--- src/pkg/mcs_pkg.sv ---
package mcs_pkg;

  // register indices; byte address is four times the index
  localparam logic [5:0] MCS_IDX_GLOBAL = 6'h0b;
  localparam logic [5:0] MCS_IDX_HOLDRUN = 6'h10;
  localparam logic [5:0] MCS_IDX_IDLEDLY = 6'h11;
  localparam logic [5:0] MCS_IDX_CTRL = 6'h1e;
  localparam logic [5:0] MCS_IDX_STATUS = 6'h1f;

  // field positions in hold_run_current_control
  localparam int MCS_HOLD_LSB = 0;
  localparam int MCS_RUN_LSB = 8;
  localparam int MCS_DOWN_DLY_LSB = 16;
  localparam int MCS_UP_DLY_LSB = 24;
  // field positions in the status register
  localparam int MCS_STAT_LVL_LSB = 0;
  localparam int MCS_STAT_STATE_LSB = 8;

  // reset values
  localparam logic [7:0] MCS_RST_GLOBAL = 8'h00;
  localparam logic [4:0] MCS_RST_HOLD = 5'h08;
  localparam logic [4:0] MCS_RST_RUN = 5'h1f;
  localparam logic [3:0] MCS_RST_DOWN_DLY = 4'h1;
  localparam logic [3:0] MCS_RST_UP_DLY = 4'h4;
  localparam logic [7:0] MCS_RST_IDLEDLY = 8'h0a;
  localparam logic MCS_RST_SHORT_SEL = 1'b0;

  // timing, in core clock cycles
  localparam int MCS_UP_STEP_CLKS = 512;
  localparam int MCS_DOWN_UNIT_CLKS = 262144;
  localparam int MCS_TMR_W = 28;

  // scale handling
  localparam logic [8:0] MCS_FULL_SCALE = 9'h100;
  localparam int MCS_CUR_W = 14;

  typedef enum logic [2:0] {
    ST_HOLD,
    ST_RUN_UP,
    ST_RUN,
    ST_IDLE_WAIT,
    ST_DOWN
  } mcs_state_t;

  typedef struct packed {
    logic [3:0] upDly;
    logic [3:0] downDly;
    logic [4:0] runLvl;
    logic [4:0] holdLvl;
  } mcs_hold_run_t;

  typedef struct packed {
    logic [MCS_CUR_W-1:0] coilCurrent;
    logic [4:0] level;
    logic freewheel;
    logic shortCoils;
  } mcs_drive_t;

endpackage : mcs_pkg

--- src/rtl/mcs_step_timer.sv ---
`timescale 1ns/1ns
module mcs_step_timer
  import mcs_pkg::*;
(
  // clock and reset
  input wire logic core_clk,
  input wire logic rst,
  input wire logic ce,
  // control
  input wire logic load,
  input wire logic [MCS_TMR_W-1:0] loadVal,
  // status
  output logic expire
);

  logic [MCS_TMR_W-1:0] cnt_q;
  logic [MCS_TMR_W-1:0] cnt_d;

  // reload wins, otherwise count down to zero and stop
  always_comb begin
    cnt_d = cnt_q;
    if (load) begin
      cnt_d = loadVal;
    end else if (cnt_q != '0) begin
      cnt_d = cnt_q - 1'b1;
    end
  end

  always_ff @(posedge core_clk) begin
    if (rst) begin
      cnt_q <= '0;
    end else if (ce) begin
      cnt_q <= cnt_d;
    end
  end

  // pulse on the last cycle of a loaded interval
  assign expire = ce && (cnt_q == MCS_TMR_W'(1));

endmodule : mcs_step_timer

--- src/rtl/mcs_current_mult.sv ---
`timescale 1ns/1ns
module mcs_current_mult
  import mcs_pkg::*;
(
  // clock and reset
  input wire logic core_clk,
  input wire logic rst,
  input wire logic ce,
  // operands
  input wire logic [4:0] level,
  input wire logic [7:0] globalScale,
  // result
  output logic [MCS_CUR_W-1:0] current
);

  logic [8:0] scaleEff;
  logic [MCS_CUR_W-1:0] current_d;
  logic [MCS_CUR_W-1:0] current_q;

  // zero means full scale; (level+1)/32 times scale/256
  always_comb begin
    scaleEff = (globalScale == 8'h00) ? MCS_FULL_SCALE : {1'b0, globalScale};
    // operands widened to the result so 32 x 256 cannot wrap
    current_d = ({9'h000, level} + 14'h0001) * {5'h00, scaleEff};
  end

  always_ff @(posedge core_clk) begin
    if (rst) begin
      current_q <= '0;
    end else if (ce) begin
      current_q <= current_d;
    end
  end

  assign current = current_q;

endmodule : mcs_current_mult

--- src/rtl/mcs_current_scaling.sv ---
// Our own choice: register access over Wishbone.
`timescale 1ns/1ns
module mcs_current_scaling
  import mcs_pkg::*;
#(
  parameter int DOWN_UNIT_CLKS = MCS_DOWN_UNIT_CLKS
) (
  // clock, reset, enable
  input wire logic core_clk,
  input wire logic rst,
  input wire logic ce,
  // wishbone slave
  input wire logic wb_cyc_i,
  input wire logic wb_stb_i,
  input wire logic wb_we_i,
  input wire logic [7:0] wb_adr_i,
  input wire logic [3:0] wb_sel_i,
  input wire logic [31:0] wb_dat_i,
  output logic [31:0] wb_dat_o,
  output logic wb_ack_o,
  // motion status
  input wire logic standstill,
  input wire logic voltagePwmMode,
  // drive output
  output mcs_drive_t drive
);

  // register address match on the word index
  function automatic logic regHit(input logic [7:0] adr, input logic [5:0] idx);
    regHit = (adr[7:2] == idx);
  endfunction : regHit

  // byte-lane merge of a write into an old word
  function automatic logic [31:0] mergeLanes(input logic [31:0] oldW,
                                             input logic [31:0] newW,
                                             input logic [3:0] sel);
    logic [31:0] res;
    res = oldW;
    for (int b = 0; b < 4; b++) begin
      if (sel[b]) begin
        res[8*b +: 8] = newW[8*b +: 8];
      end
    end
    mergeLanes = res;
  endfunction : mergeLanes

  // pack the hold/run fields into their word
  function automatic logic [31:0] holdRunWord(input mcs_hold_run_t hr);
    logic [31:0] w;
    w = 32'h0000_0000;
    w[MCS_HOLD_LSB +: 5] = hr.holdLvl;
    w[MCS_RUN_LSB +: 5] = hr.runLvl;
    w[MCS_DOWN_DLY_LSB +: 4] = hr.downDly;
    w[MCS_UP_DLY_LSB +: 4] = hr.upDly;
    holdRunWord = w;
  endfunction : holdRunWord

  // register file state
  logic [7:0] globalScale_q;
  logic [7:0] globalScale_d;
  mcs_hold_run_t holdRun_q;
  mcs_hold_run_t holdRun_d;
  logic [7:0] idleDelay_q;
  logic [7:0] idleDelay_d;
  logic shortSel_q;
  logic shortSel_d;
  logic ack_q;
  logic ack_d;
  logic [31:0] rdData_q;
  logic [31:0] rdData_d;

  // power state
  mcs_state_t state_q;
  mcs_state_t state_d;
  logic [4:0] level_q;
  logic [4:0] level_d;
  logic freewheel_q;
  logic freewheel_d;
  logic shortCoils_q;
  logic shortCoils_d;

  // helpers
  logic busReq;
  logic wrEn;
  logic [31:0] wrHoldRun;
  logic [31:0] statusWord;
  logic motion;
  logic tmrLoad;
  logic [MCS_TMR_W-1:0] tmrVal;
  logic tmrExpire;
  logic [MCS_TMR_W-1:0] upStepVal;
  logic [MCS_TMR_W-1:0] downStepVal;
  logic [MCS_TMR_W-1:0] idleVal;
  logic [MCS_CUR_W-1:0] coilCurrent;

  // bus request, write commits on the edge that sees ack
  assign busReq = wb_cyc_i && wb_stb_i;
  assign wrEn = busReq && wb_we_i && ack_q;
  assign wrHoldRun = mergeLanes(holdRunWord(holdRun_q), wb_dat_i, wb_sel_i);

  // status word shows live level and power state
  always_comb begin
    statusWord = 32'h0000_0000;
    statusWord[MCS_STAT_LVL_LSB +: 5] = level_q;
    statusWord[MCS_STAT_STATE_LSB +: 3] = state_q;
  end

  // register file next values and read data
  always_comb begin
    globalScale_d = globalScale_q;
    holdRun_d = holdRun_q;
    idleDelay_d = idleDelay_q;
    shortSel_d = shortSel_q;
    ack_d = busReq && !ack_q;
    rdData_d = rdData_q;
    if (wrEn) begin
      if (regHit(wb_adr_i, MCS_IDX_GLOBAL) && wb_sel_i[0]) begin
        globalScale_d = wb_dat_i[7:0];
      end
      if (regHit(wb_adr_i, MCS_IDX_HOLDRUN)) begin
        holdRun_d.holdLvl = wrHoldRun[MCS_HOLD_LSB +: 5];
        holdRun_d.runLvl = wrHoldRun[MCS_RUN_LSB +: 5];
        holdRun_d.downDly = wrHoldRun[MCS_DOWN_DLY_LSB +: 4];
        holdRun_d.upDly = wrHoldRun[MCS_UP_DLY_LSB +: 4];
      end
      if (regHit(wb_adr_i, MCS_IDX_IDLEDLY) && wb_sel_i[0]) begin
        idleDelay_d = wb_dat_i[7:0];
      end
      if (regHit(wb_adr_i, MCS_IDX_CTRL) && wb_sel_i[0]) begin
        shortSel_d = wb_dat_i[0];
      end
    end
    // read data captured as ack rises; unmapped reads return zero
    if (busReq && !ack_q) begin
      if (regHit(wb_adr_i, MCS_IDX_GLOBAL)) begin
        rdData_d = {24'h00_0000, globalScale_q};
      end else if (regHit(wb_adr_i, MCS_IDX_HOLDRUN)) begin
        rdData_d = holdRunWord(holdRun_q);
      end else if (regHit(wb_adr_i, MCS_IDX_IDLEDLY)) begin
        rdData_d = {24'h00_0000, idleDelay_q};
      end else if (regHit(wb_adr_i, MCS_IDX_CTRL)) begin
        rdData_d = {31'h0000_0000, shortSel_q};
      end else if (regHit(wb_adr_i, MCS_IDX_STATUS)) begin
        rdData_d = statusWord;
      end else begin
        rdData_d = 32'h0000_0000;
      end
    end
  end

  // register file flops
  always_ff @(posedge core_clk) begin
    if (rst) begin
      globalScale_q <= MCS_RST_GLOBAL;
      holdRun_q.holdLvl <= MCS_RST_HOLD;
      holdRun_q.runLvl <= MCS_RST_RUN;
      holdRun_q.downDly <= MCS_RST_DOWN_DLY;
      holdRun_q.upDly <= MCS_RST_UP_DLY;
      idleDelay_q <= MCS_RST_IDLEDLY;
      shortSel_q <= MCS_RST_SHORT_SEL;
      ack_q <= 1'b0;
      rdData_q <= 32'h0000_0000;
    end else if (ce) begin
      globalScale_q <= globalScale_d;
      holdRun_q <= holdRun_d;
      idleDelay_q <= idleDelay_d;
      shortSel_q <= shortSel_d;
      ack_q <= ack_d;
      rdData_q <= rdData_d;
    end
  end

  assign wb_ack_o = ack_q;
  assign wb_dat_o = rdData_q;

  // step interval loads
  assign motion = !standstill;
  assign upStepVal = MCS_TMR_W'(holdRun_q.upDly * MCS_UP_STEP_CLKS);
  assign downStepVal = MCS_TMR_W'(holdRun_q.downDly * DOWN_UNIT_CLKS);
  assign idleVal = MCS_TMR_W'(idleDelay_q * DOWN_UNIT_CLKS);

  // shared interval timer; only one interval runs at a time
  mcs_step_timer u_timer (
    .core_clk(core_clk),
    .rst(rst),
    .ce(ce),
    .load(tmrLoad),
    .loadVal(tmrVal),
    .expire(tmrExpire)
  );

  // power state machine
  always_comb begin
    state_d = state_q;
    level_d = level_q;
    tmrLoad = 1'b0;
    tmrVal = '0;
    case (state_q)
      ST_HOLD: begin
        level_d = holdRun_q.holdLvl;
        if (motion) begin
          if (holdRun_q.upDly == 4'h0) begin
            level_d = holdRun_q.runLvl;
            state_d = ST_RUN;
          end else begin
            state_d = ST_RUN_UP;
            tmrLoad = 1'b1;
            tmrVal = upStepVal;
          end
        end
      end
      ST_RUN_UP: begin
        if (!motion) begin
          state_d = ST_IDLE_WAIT;
          tmrLoad = 1'b1;
          tmrVal = idleVal;
        end else if (level_q >= holdRun_q.runLvl) begin
          level_d = holdRun_q.runLvl;
          state_d = ST_RUN;
        end else if (tmrExpire) begin
          level_d = level_q + 5'h01;
          tmrLoad = 1'b1;
          tmrVal = upStepVal;
        end
      end
      ST_RUN: begin
        level_d = holdRun_q.runLvl;
        if (!motion) begin
          state_d = ST_IDLE_WAIT;
          tmrLoad = 1'b1;
          tmrVal = idleVal;
        end
      end
      ST_IDLE_WAIT: begin
        if (motion) begin
          level_d = holdRun_q.runLvl;
          state_d = ST_RUN;
        end else if (tmrExpire || idleDelay_q == 8'h00) begin
          if (holdRun_q.downDly == 4'h0 || level_q <= holdRun_q.holdLvl) begin
            level_d = holdRun_q.holdLvl;
            state_d = ST_HOLD;
          end else begin
            state_d = ST_DOWN;
            tmrLoad = 1'b1;
            tmrVal = downStepVal;
          end
        end
      end
      ST_DOWN: begin
        if (motion) begin
          level_d = holdRun_q.runLvl;
          state_d = ST_RUN;
        end else if (level_q <= holdRun_q.holdLvl) begin
          level_d = holdRun_q.holdLvl;
          state_d = ST_HOLD;
        end else if (tmrExpire) begin
          level_d = level_q - 5'h01;
          tmrLoad = 1'b1;
          tmrVal = downStepVal;
        end
      end
      default: begin
        state_d = ST_HOLD;
        level_d = holdRun_q.holdLvl;
      end
    endcase
  end

  // zero hold level in voltage-PWM standstill picks the coil treatment;
  // taken from the next state so it never outlives the hold level
  always_comb begin
    freewheel_d = 1'b0;
    shortCoils_d = 1'b0;
    if (voltagePwmMode && state_d == ST_HOLD && holdRun_q.holdLvl == 5'h00) begin
      freewheel_d = !shortSel_q;
      shortCoils_d = shortSel_q;
    end
  end

  // power state flops
  always_ff @(posedge core_clk) begin
    if (rst) begin
      state_q <= ST_HOLD;
      level_q <= MCS_RST_HOLD;
      freewheel_q <= 1'b0;
      shortCoils_q <= 1'b0;
    end else if (ce) begin
      state_q <= state_d;
      level_q <= level_d;
      freewheel_q <= freewheel_d;
      shortCoils_q <= shortCoils_d;
    end
  end

  // scaled coil current
  mcs_current_mult u_mult (
    .core_clk(core_clk),
    .rst(rst),
    .ce(ce),
    .level(level_q),
    .globalScale(globalScale_q),
    .current(coilCurrent)
  );

  // drive bundle
  always_comb begin
    drive.coilCurrent = coilCurrent;
    drive.level = level_q;
    drive.freewheel = freewheel_q;
    drive.shortCoils = shortCoils_q;
  end

endmodule : mcs_current_scaling

--- config.mk ---
export PLATFORM = sky130hd
export DESIGN_NAME = mcs_current_scaling
export DESIGN_NICKNAME = d
export VERILOG_FILES = /design/src/pkg/mcs_pkg.sv /design/src/rtl/mcs_step_timer.sv /design/src/rtl/mcs_current_mult.sv /design/src/rtl/mcs_current_scaling.sv
export SDC_FILE = /design/constraint.sdc
export NUM_CORES = 1
export LEC_CHECK = 0
export ABC_AREA = 1
export BUFFER_PORTS_ARGS = -buffer_cell sky130_fd_sc_hd__buf_2
export CORE_UTILIZATION = 38
export DETAILED_ROUTE_END_ITERATION = 7
export GPL_ROUTABILITY_DRIVEN = 0
export HOLD_SLACK_MARGIN = 0.06
export SLEW_MARGIN = 20
export SYNTH_ARGS = -nofsm -noshare
export SYNTH_HDL_FRONTEND = slang
export SYNTH_SLANG_ARGS = --single-unit
--- constraint.sdc ---
create_clock -name core_clk -period 4.3 [get_ports core_clk]
set_input_delay 0.645 -clock core_clk [delete_from_list [all_inputs] [get_ports core_clk]]
set_output_delay 0.645 -clock core_clk [all_outputs]
set_load 0.02 [all_outputs]
; Word-level counts from Yosys, hierarchy flattened
; Index checks and enable logic that the tools add are counted.
[word_totals]
regBits = 120
latchBits = 0
mem_bits_rw = 0
romBits = 0
input_bits = 52
out_inout_bits = 54
wordCells = 128
n_memories = 0
[op_classes]
add_sub_neg = 4
multipliers = 1
div = 0
order_cmp = 2
n_eq_ne = 15
shifts = 0
mux = 58
bitwise_logic = 0
reduce_logical = 33
[op_table]
columns = op, n
row1 = $mux W22, 6
row2 = $pmux W26 S5, 1
row3 = $mux W28, 4
row4 = $mux W5, 11
row5 = $mux W13, 4
row6 = $mux W26, 2
row7 = $mux W11, 3
row8 = $eq A28 B1 Y1 const B, 1
row9 = $reduce_bool A28 Y1, 1
row10 = $sub A28 B1 Y28 const B, 1
row11 = $mux W3, 9
row12 = $pmux W5 S5, 1
row13 = $eq A6 B5 Y1 const B, 4
row14 = $logic_not A8 Y1, 2
row15 = $reduce_and A4 Y1, 4
row16 = $pmux W3 S5, 1
row17 = $mul A14 B9 Y14, 1
row18 = $mux W1, 13
row19 = $logic_and A1 B1 Y1, 10
row20 = $mux W9, 1
row21 = $ne A3 B3 Y1 const B, 3
row22 = $reduce_and A3 Y1, 3
row23 = $logic_not A4 Y1, 2
row24 = $add A5 B1 Y6 const B, 1
row25 = other kinds (19), 24

; Logic depth before layout (Yosys ltp)
[logic_depth]
depth_word = 10
ltp_mapped = 23
depth_no_buf = 23

; Cells and area by module
; Synthesis repeated with hierarchy kept, for this count alone.
[hier_totals]
cells_unflattened = 1318
hier_area_um2 = 8449.4
[by_module_without_submodules]
columns = module, instances, cells_each, area_each_um2, seq_area_each_um2
row1 = mcs_current_scaling, 1, 566, 3867.5, 1341.3
row2 = mcs_current_mult, 1, 353, 2342.2, 280.3
row3 = mcs_step_timer, 1, 399, 2239.6, 560.5

; Worst setup path before layout
; Ideal clock, no wire load.
[synth_path]
path_type = register to register
startpoint = register level_q[0]
endpoint = register u_mult.current_q[10] (netlist: u_mult.current[10])
setup_time_ns = 0.056
arrival_ns = 4.469
t_required_ns = 4.244
path_slack_ns = -0.225
stages_incl_launch_ff = 24
n_path_buf = 2
period_less_slack_ns = 4.525
path_cell_list = dfxtp_1 > buf_2 > clkinv_1 > ha_1 > clkbuf_1 > nand2_1 > inv_1 > fa_1 > inv_1 > fa_1 > fa_1 > inv_1 > ha_1 > nand2_1 > o21ai_0 > nand2_1 > nand2_1 > nand2_1 > a21boi_0 > o21ai_0 > a21o_1 > nand3_1 > nand2_1 > inv_1
[synth_via]
elab_chain_len = 2
[synth_lines]
columns = element, line
row1 = from (decl), mcs_current_scaling.sv:75  ; logic [4:0] level_q;
row2 = from (signal assigned), mcs_current_scaling.sv:289  ; level_q <= level_d;
row3 = $add A5 B1 Y6, mcs_current_mult.sv:24  ; current_d = ({9'h000, level} + 14'h0001) * {5'h00, scaleEff};
row4 = $mul A14 B9 Y14, mcs_current_mult.sv:24
row5 = to (signal assigned), mcs_current_mult.sv:31  ; current_q <= current_d;
row6 = to (decl), mcs_current_mult.sv:18  ; logic [MCS_CUR_W-1:0] current_q;
; Every way passes these cells.
; A chain may end at the register's enable or synchronous reset.

; Final worst setup path
[layout_path]
startpoint = register level_q[0]
endpoint = register u_mult.current_q[12] (netlist: u_mult.current[12])
; The elaborated chain is that of the path after synthesis.

==> flow_summary.yaml <==
setup_path:
  end_kind: "register"
  slowest_stage: "fa_1"
  critPathBufInv: 6
  slowest_delay_ns: 0.54
  path_class: "register to register"
  cp-start-kind: "register"
  critical_path.top_delay_family: "adder cells"
  critical_path_peak_fanout: 4
  worstPathArrival_ns: 4.39
  worstPathRequired_ns: 4.56
  crit_top_cell: "inv_1"
  path_cells: "ha_4 > nand2_1 > o21ai_1 > nand2_1 > inv_2 > buf_4 > nand2_1 > fa_1 > inv_1 > fa_1 > inv_1 > fa_1 > inv_1 > ha_1 > nand2_2 > a21oi_1 > a211oi_2 > a31o_2 > nand3_1 > o211ai_1 > inv_1"
sta:
  clock_skew_ns: 0.01817
  slew_viol_final: 0
  relSlewSlack_pct: 42.40
  post-route-period-util_pct: 96.07
  setup_viol: 0
  fmax_mhz: 242.1
  finalHoldViolations: 0
  min_period_ns: 4.131
  whs_ns: 0.4632
  worstMarginPinSlew_ns: 0.8608
final_layout:
  syn_to_final_growth_pct: 14.83
  nets: 1411
  nFillCells: 2170
  multi_input_area_um2: 5109
  drive_above_1_share_pct: 15.78
  diodes: 0
  seq_area_um2: 2190
  final_util_pct: 44.60
  postLayoutCellArea_um2: 9376
logic_synthesis:
  ys_warn_count: 0
  dominantRegCellSynth: "dfxtp_1"
  syn_inst: 1205
  ys_types: 49
  avgSynthCellArea_um2: 6.776
  syn_area_um2: 8165
  yosysSeqAreaShare_pct: 26.72
  async_flop_share_pct: 0
  synth_top_cells_by_area: "dfxtp_1 (27%), nand2_1 (9.4%), inv_1 (8.1%), nor2_1 (7.8%), fa_1 (6.9%)"
  synth-edff-count: 0
  ys_seq_elements: 109
  synth_top_area_share_pct: 26.72
  yosysTopAreaCell: "dfxtp_1"
cts:
  ctsRootBufferMaster: "clkbuf_16"
  cts_made_buffers: 9
  postCtsHoldBufs: 0
  clock-sinks: 109
  cts_tree: "built"
  clock_latency_ns: 0.37
  clkTransAtPathRegs_ns: 0.08
  cts_htree_levels: 3
  cts_max_path_buffers: 2
power:
  ir_drop_mv: 0.2007
  powerDensity_nw_per_um2: 317.9
  leakage_nw: 4.403
  seqPwrFrac_pct: 37.5
  internal_power_mw: 1.904
  p_sw_share_pct: 36.12
  combPwrFrac_pct: 30.3
  power.share.clock_pct: 32.2
  switching_power_mw: 1.076
drt:
  firstDrtPassIters: 6
  viasPerCell: 5.157
  drcViolationCount: 0
  antenna_left: 0
  wirelength_mm: 23.90
  met3_length_mm: 1.229
  drt-wirelength-per-cell_um: 15.18
  wl_met1_mm: 11.39
  dr_total_vias: 8117
  wl_met2_mm: 10.88
  highest_layer: "met4"
  drt_iter0_markers: 515
grt:
  grt_max_degree: 58
  grt_pass1_vias: 7465
  grt_pass1_wl_mm: 38.18
  overflow: 0
  grtUsageTotal_pct: 22.08
  antenna_found_initial: 0
floorplan:
  initial_core_util_pct: 38.84
  core_area_um2: 21020
  die_h_um: 148.6
  io_pins: 106
  die_w_um: 148.6
  die_area_um2: 22080
  rows: 53
place:
  portBuffers: 81
  placed_area_um2: 8939
  hpwl_mm: 18.05
worst_hold_path:
  hold_path_class: "register to register"
job:
  drv_cap: 0
run_status:
  status: "complete, no violations"
==> per-layer routing <==
layer	vias to the layer above	GRT usage (%)
met2	234	35.86
met3	27	3.221
met5	-	0
met4	0	5.515
met1	3781	30.55
li1	4075	-
==> Yosys cell counts (7+ instances only) <==
cell type	instances
o21ai_0	66
dfxtp_1	109
buf_4	17
nor3_1	14
ha_1	37
nand3_1	75
a211oi_1	11
nor2_1	170
xnor2_1	9
o211ai_1	14
nand2_1	205
a21oi_1	87
nand2_2	12
xor2_1	26
clkbuf_1	23
inv_2	8
a22oi_1	8
fa_1	28
buf_2	7
nor2_2	11
nand4_1	37
inv_1	176
==> worst register-to-register path, stage by stage, from the launching register on <==
cell	delay [ns]
dfxtp_4	0.41
ha_4	0.15
nand2_1	0.07
o21ai_1	0.14
nand2_1	0.10
inv_2	0.08
buf_4	0.11
nand2_1	0.06
fa_1	0.52
inv_1	0.07
fa_1	0.55
inv_1	0.06
fa_1	0.52
inv_1	0.04
ha_1	0.30
nand2_2	0.09
a21oi_1	0.06
a211oi_2	0.28
a31o_2	0.20
nand3_1	0.06
o211ai_1	0.11
inv_1	0.05
==> kinds of logic (layout without fill, tap and decap cells) <==
kind of cell,after synthesis,in the layout,share of synthesized area [%]
AO/OA/AOI/OAI,209,209,14.80
XOR/XNOR,35,35,3.754
adder cells (fa/ha/maj),65,65,12.53
other,1,11,0.04593
buffers and inverters,238,322,12.15
AND/OR/NAND/NOR,548,548,29.99
flip-flops,109,109,26.72
==> metrics by stage <==
stage	cells	power (mW)	setup WS (ns)	TNS (ns)
2_1_floorplan	1215	1.796	0.01063	0
3_3_place_gp	1556	2.016	0.09898	0
3_5_place_dp	1556	2.022	0.02376	0
4_1_cts	1572	2.974	0.03379	0
5_1_grt	1574	3.152	-0.02134	-0.03725
6_report	1574	2.980	0.1690	0
==> power groups by stage <==
stage	combinational (mW)	sequential, mW	clock (mW)
2_1_floorplan	0.651	1.14	0
3_3_place_gp	0.879	1.14	0
3_5_place_dp	0.885	1.14	0
4_1_cts	0.889	1.12	0.970
5_1_grt	1.01	1.13	1.01
6_report	0.902	1.12	0.961
==> path summary, 6_finish.rpt <==
check | cells after the start | endpoint | slack [ns] | start
setup / recovery | 21 | u_mult.current[12] | 0.17 | level_q[0]
hold / removal | 2 | wb_dat_o[12] | 0.46 | wb_dat_o[12]
setup reg to reg | 21 | u_mult.current[12] | 0.17 | level_q[0]
hold reg to reg | 2 | wb_dat_o[12] | 0.46 | wb_dat_o[12]
==> sequential cells by signal, indices dropped and copies added, names as in the netlist <==
name and flops:
u_mult.current 14, holdRun_q 18, freewheel_q 1, shortCoils_q 1, state_q 3, globalScale_q 8
wb_dat_o 21, u_timer.cnt_q 28, idleDelay_q 8, level_q 5, shortSel_q 1, wb_ack_o 1
==> area by class of cell <==
class | instances | area share, %
multi-input cells | 868 | 54.48
flip-flops and latches | 109 | 23.35
repair buffers | 120 | 7.486
inverters | 186 | 7.473
well taps | 275 | 3.670
clock buffers | 9 | 2.402
clock inverters | 7 | 1.134
==> layout by cell type, fill, tap and decap left out, drive strengths merged, types with 14 or more instances in the layout <==
master / count
nand3: 78
nand2: 219
nand4: 38
o21ai: 69
a21oi: 89
buf: 120
nor3: 15
nor2: 185
xor2: 26
o211ai: 14
inv: 187
fa: 28
ha: 37
dfxtp: 109
==> timing repair <==
action | in CTS | in global routing
setup endpoints to repair | 1 | 6
pin swaps | 0 | 11
buffers inserted | 0 | 2
endpoints found under the hold margin | 0 | 0
resized for setup | 1 | 31
Note: power is estimated with default switching activity, not from simulation.
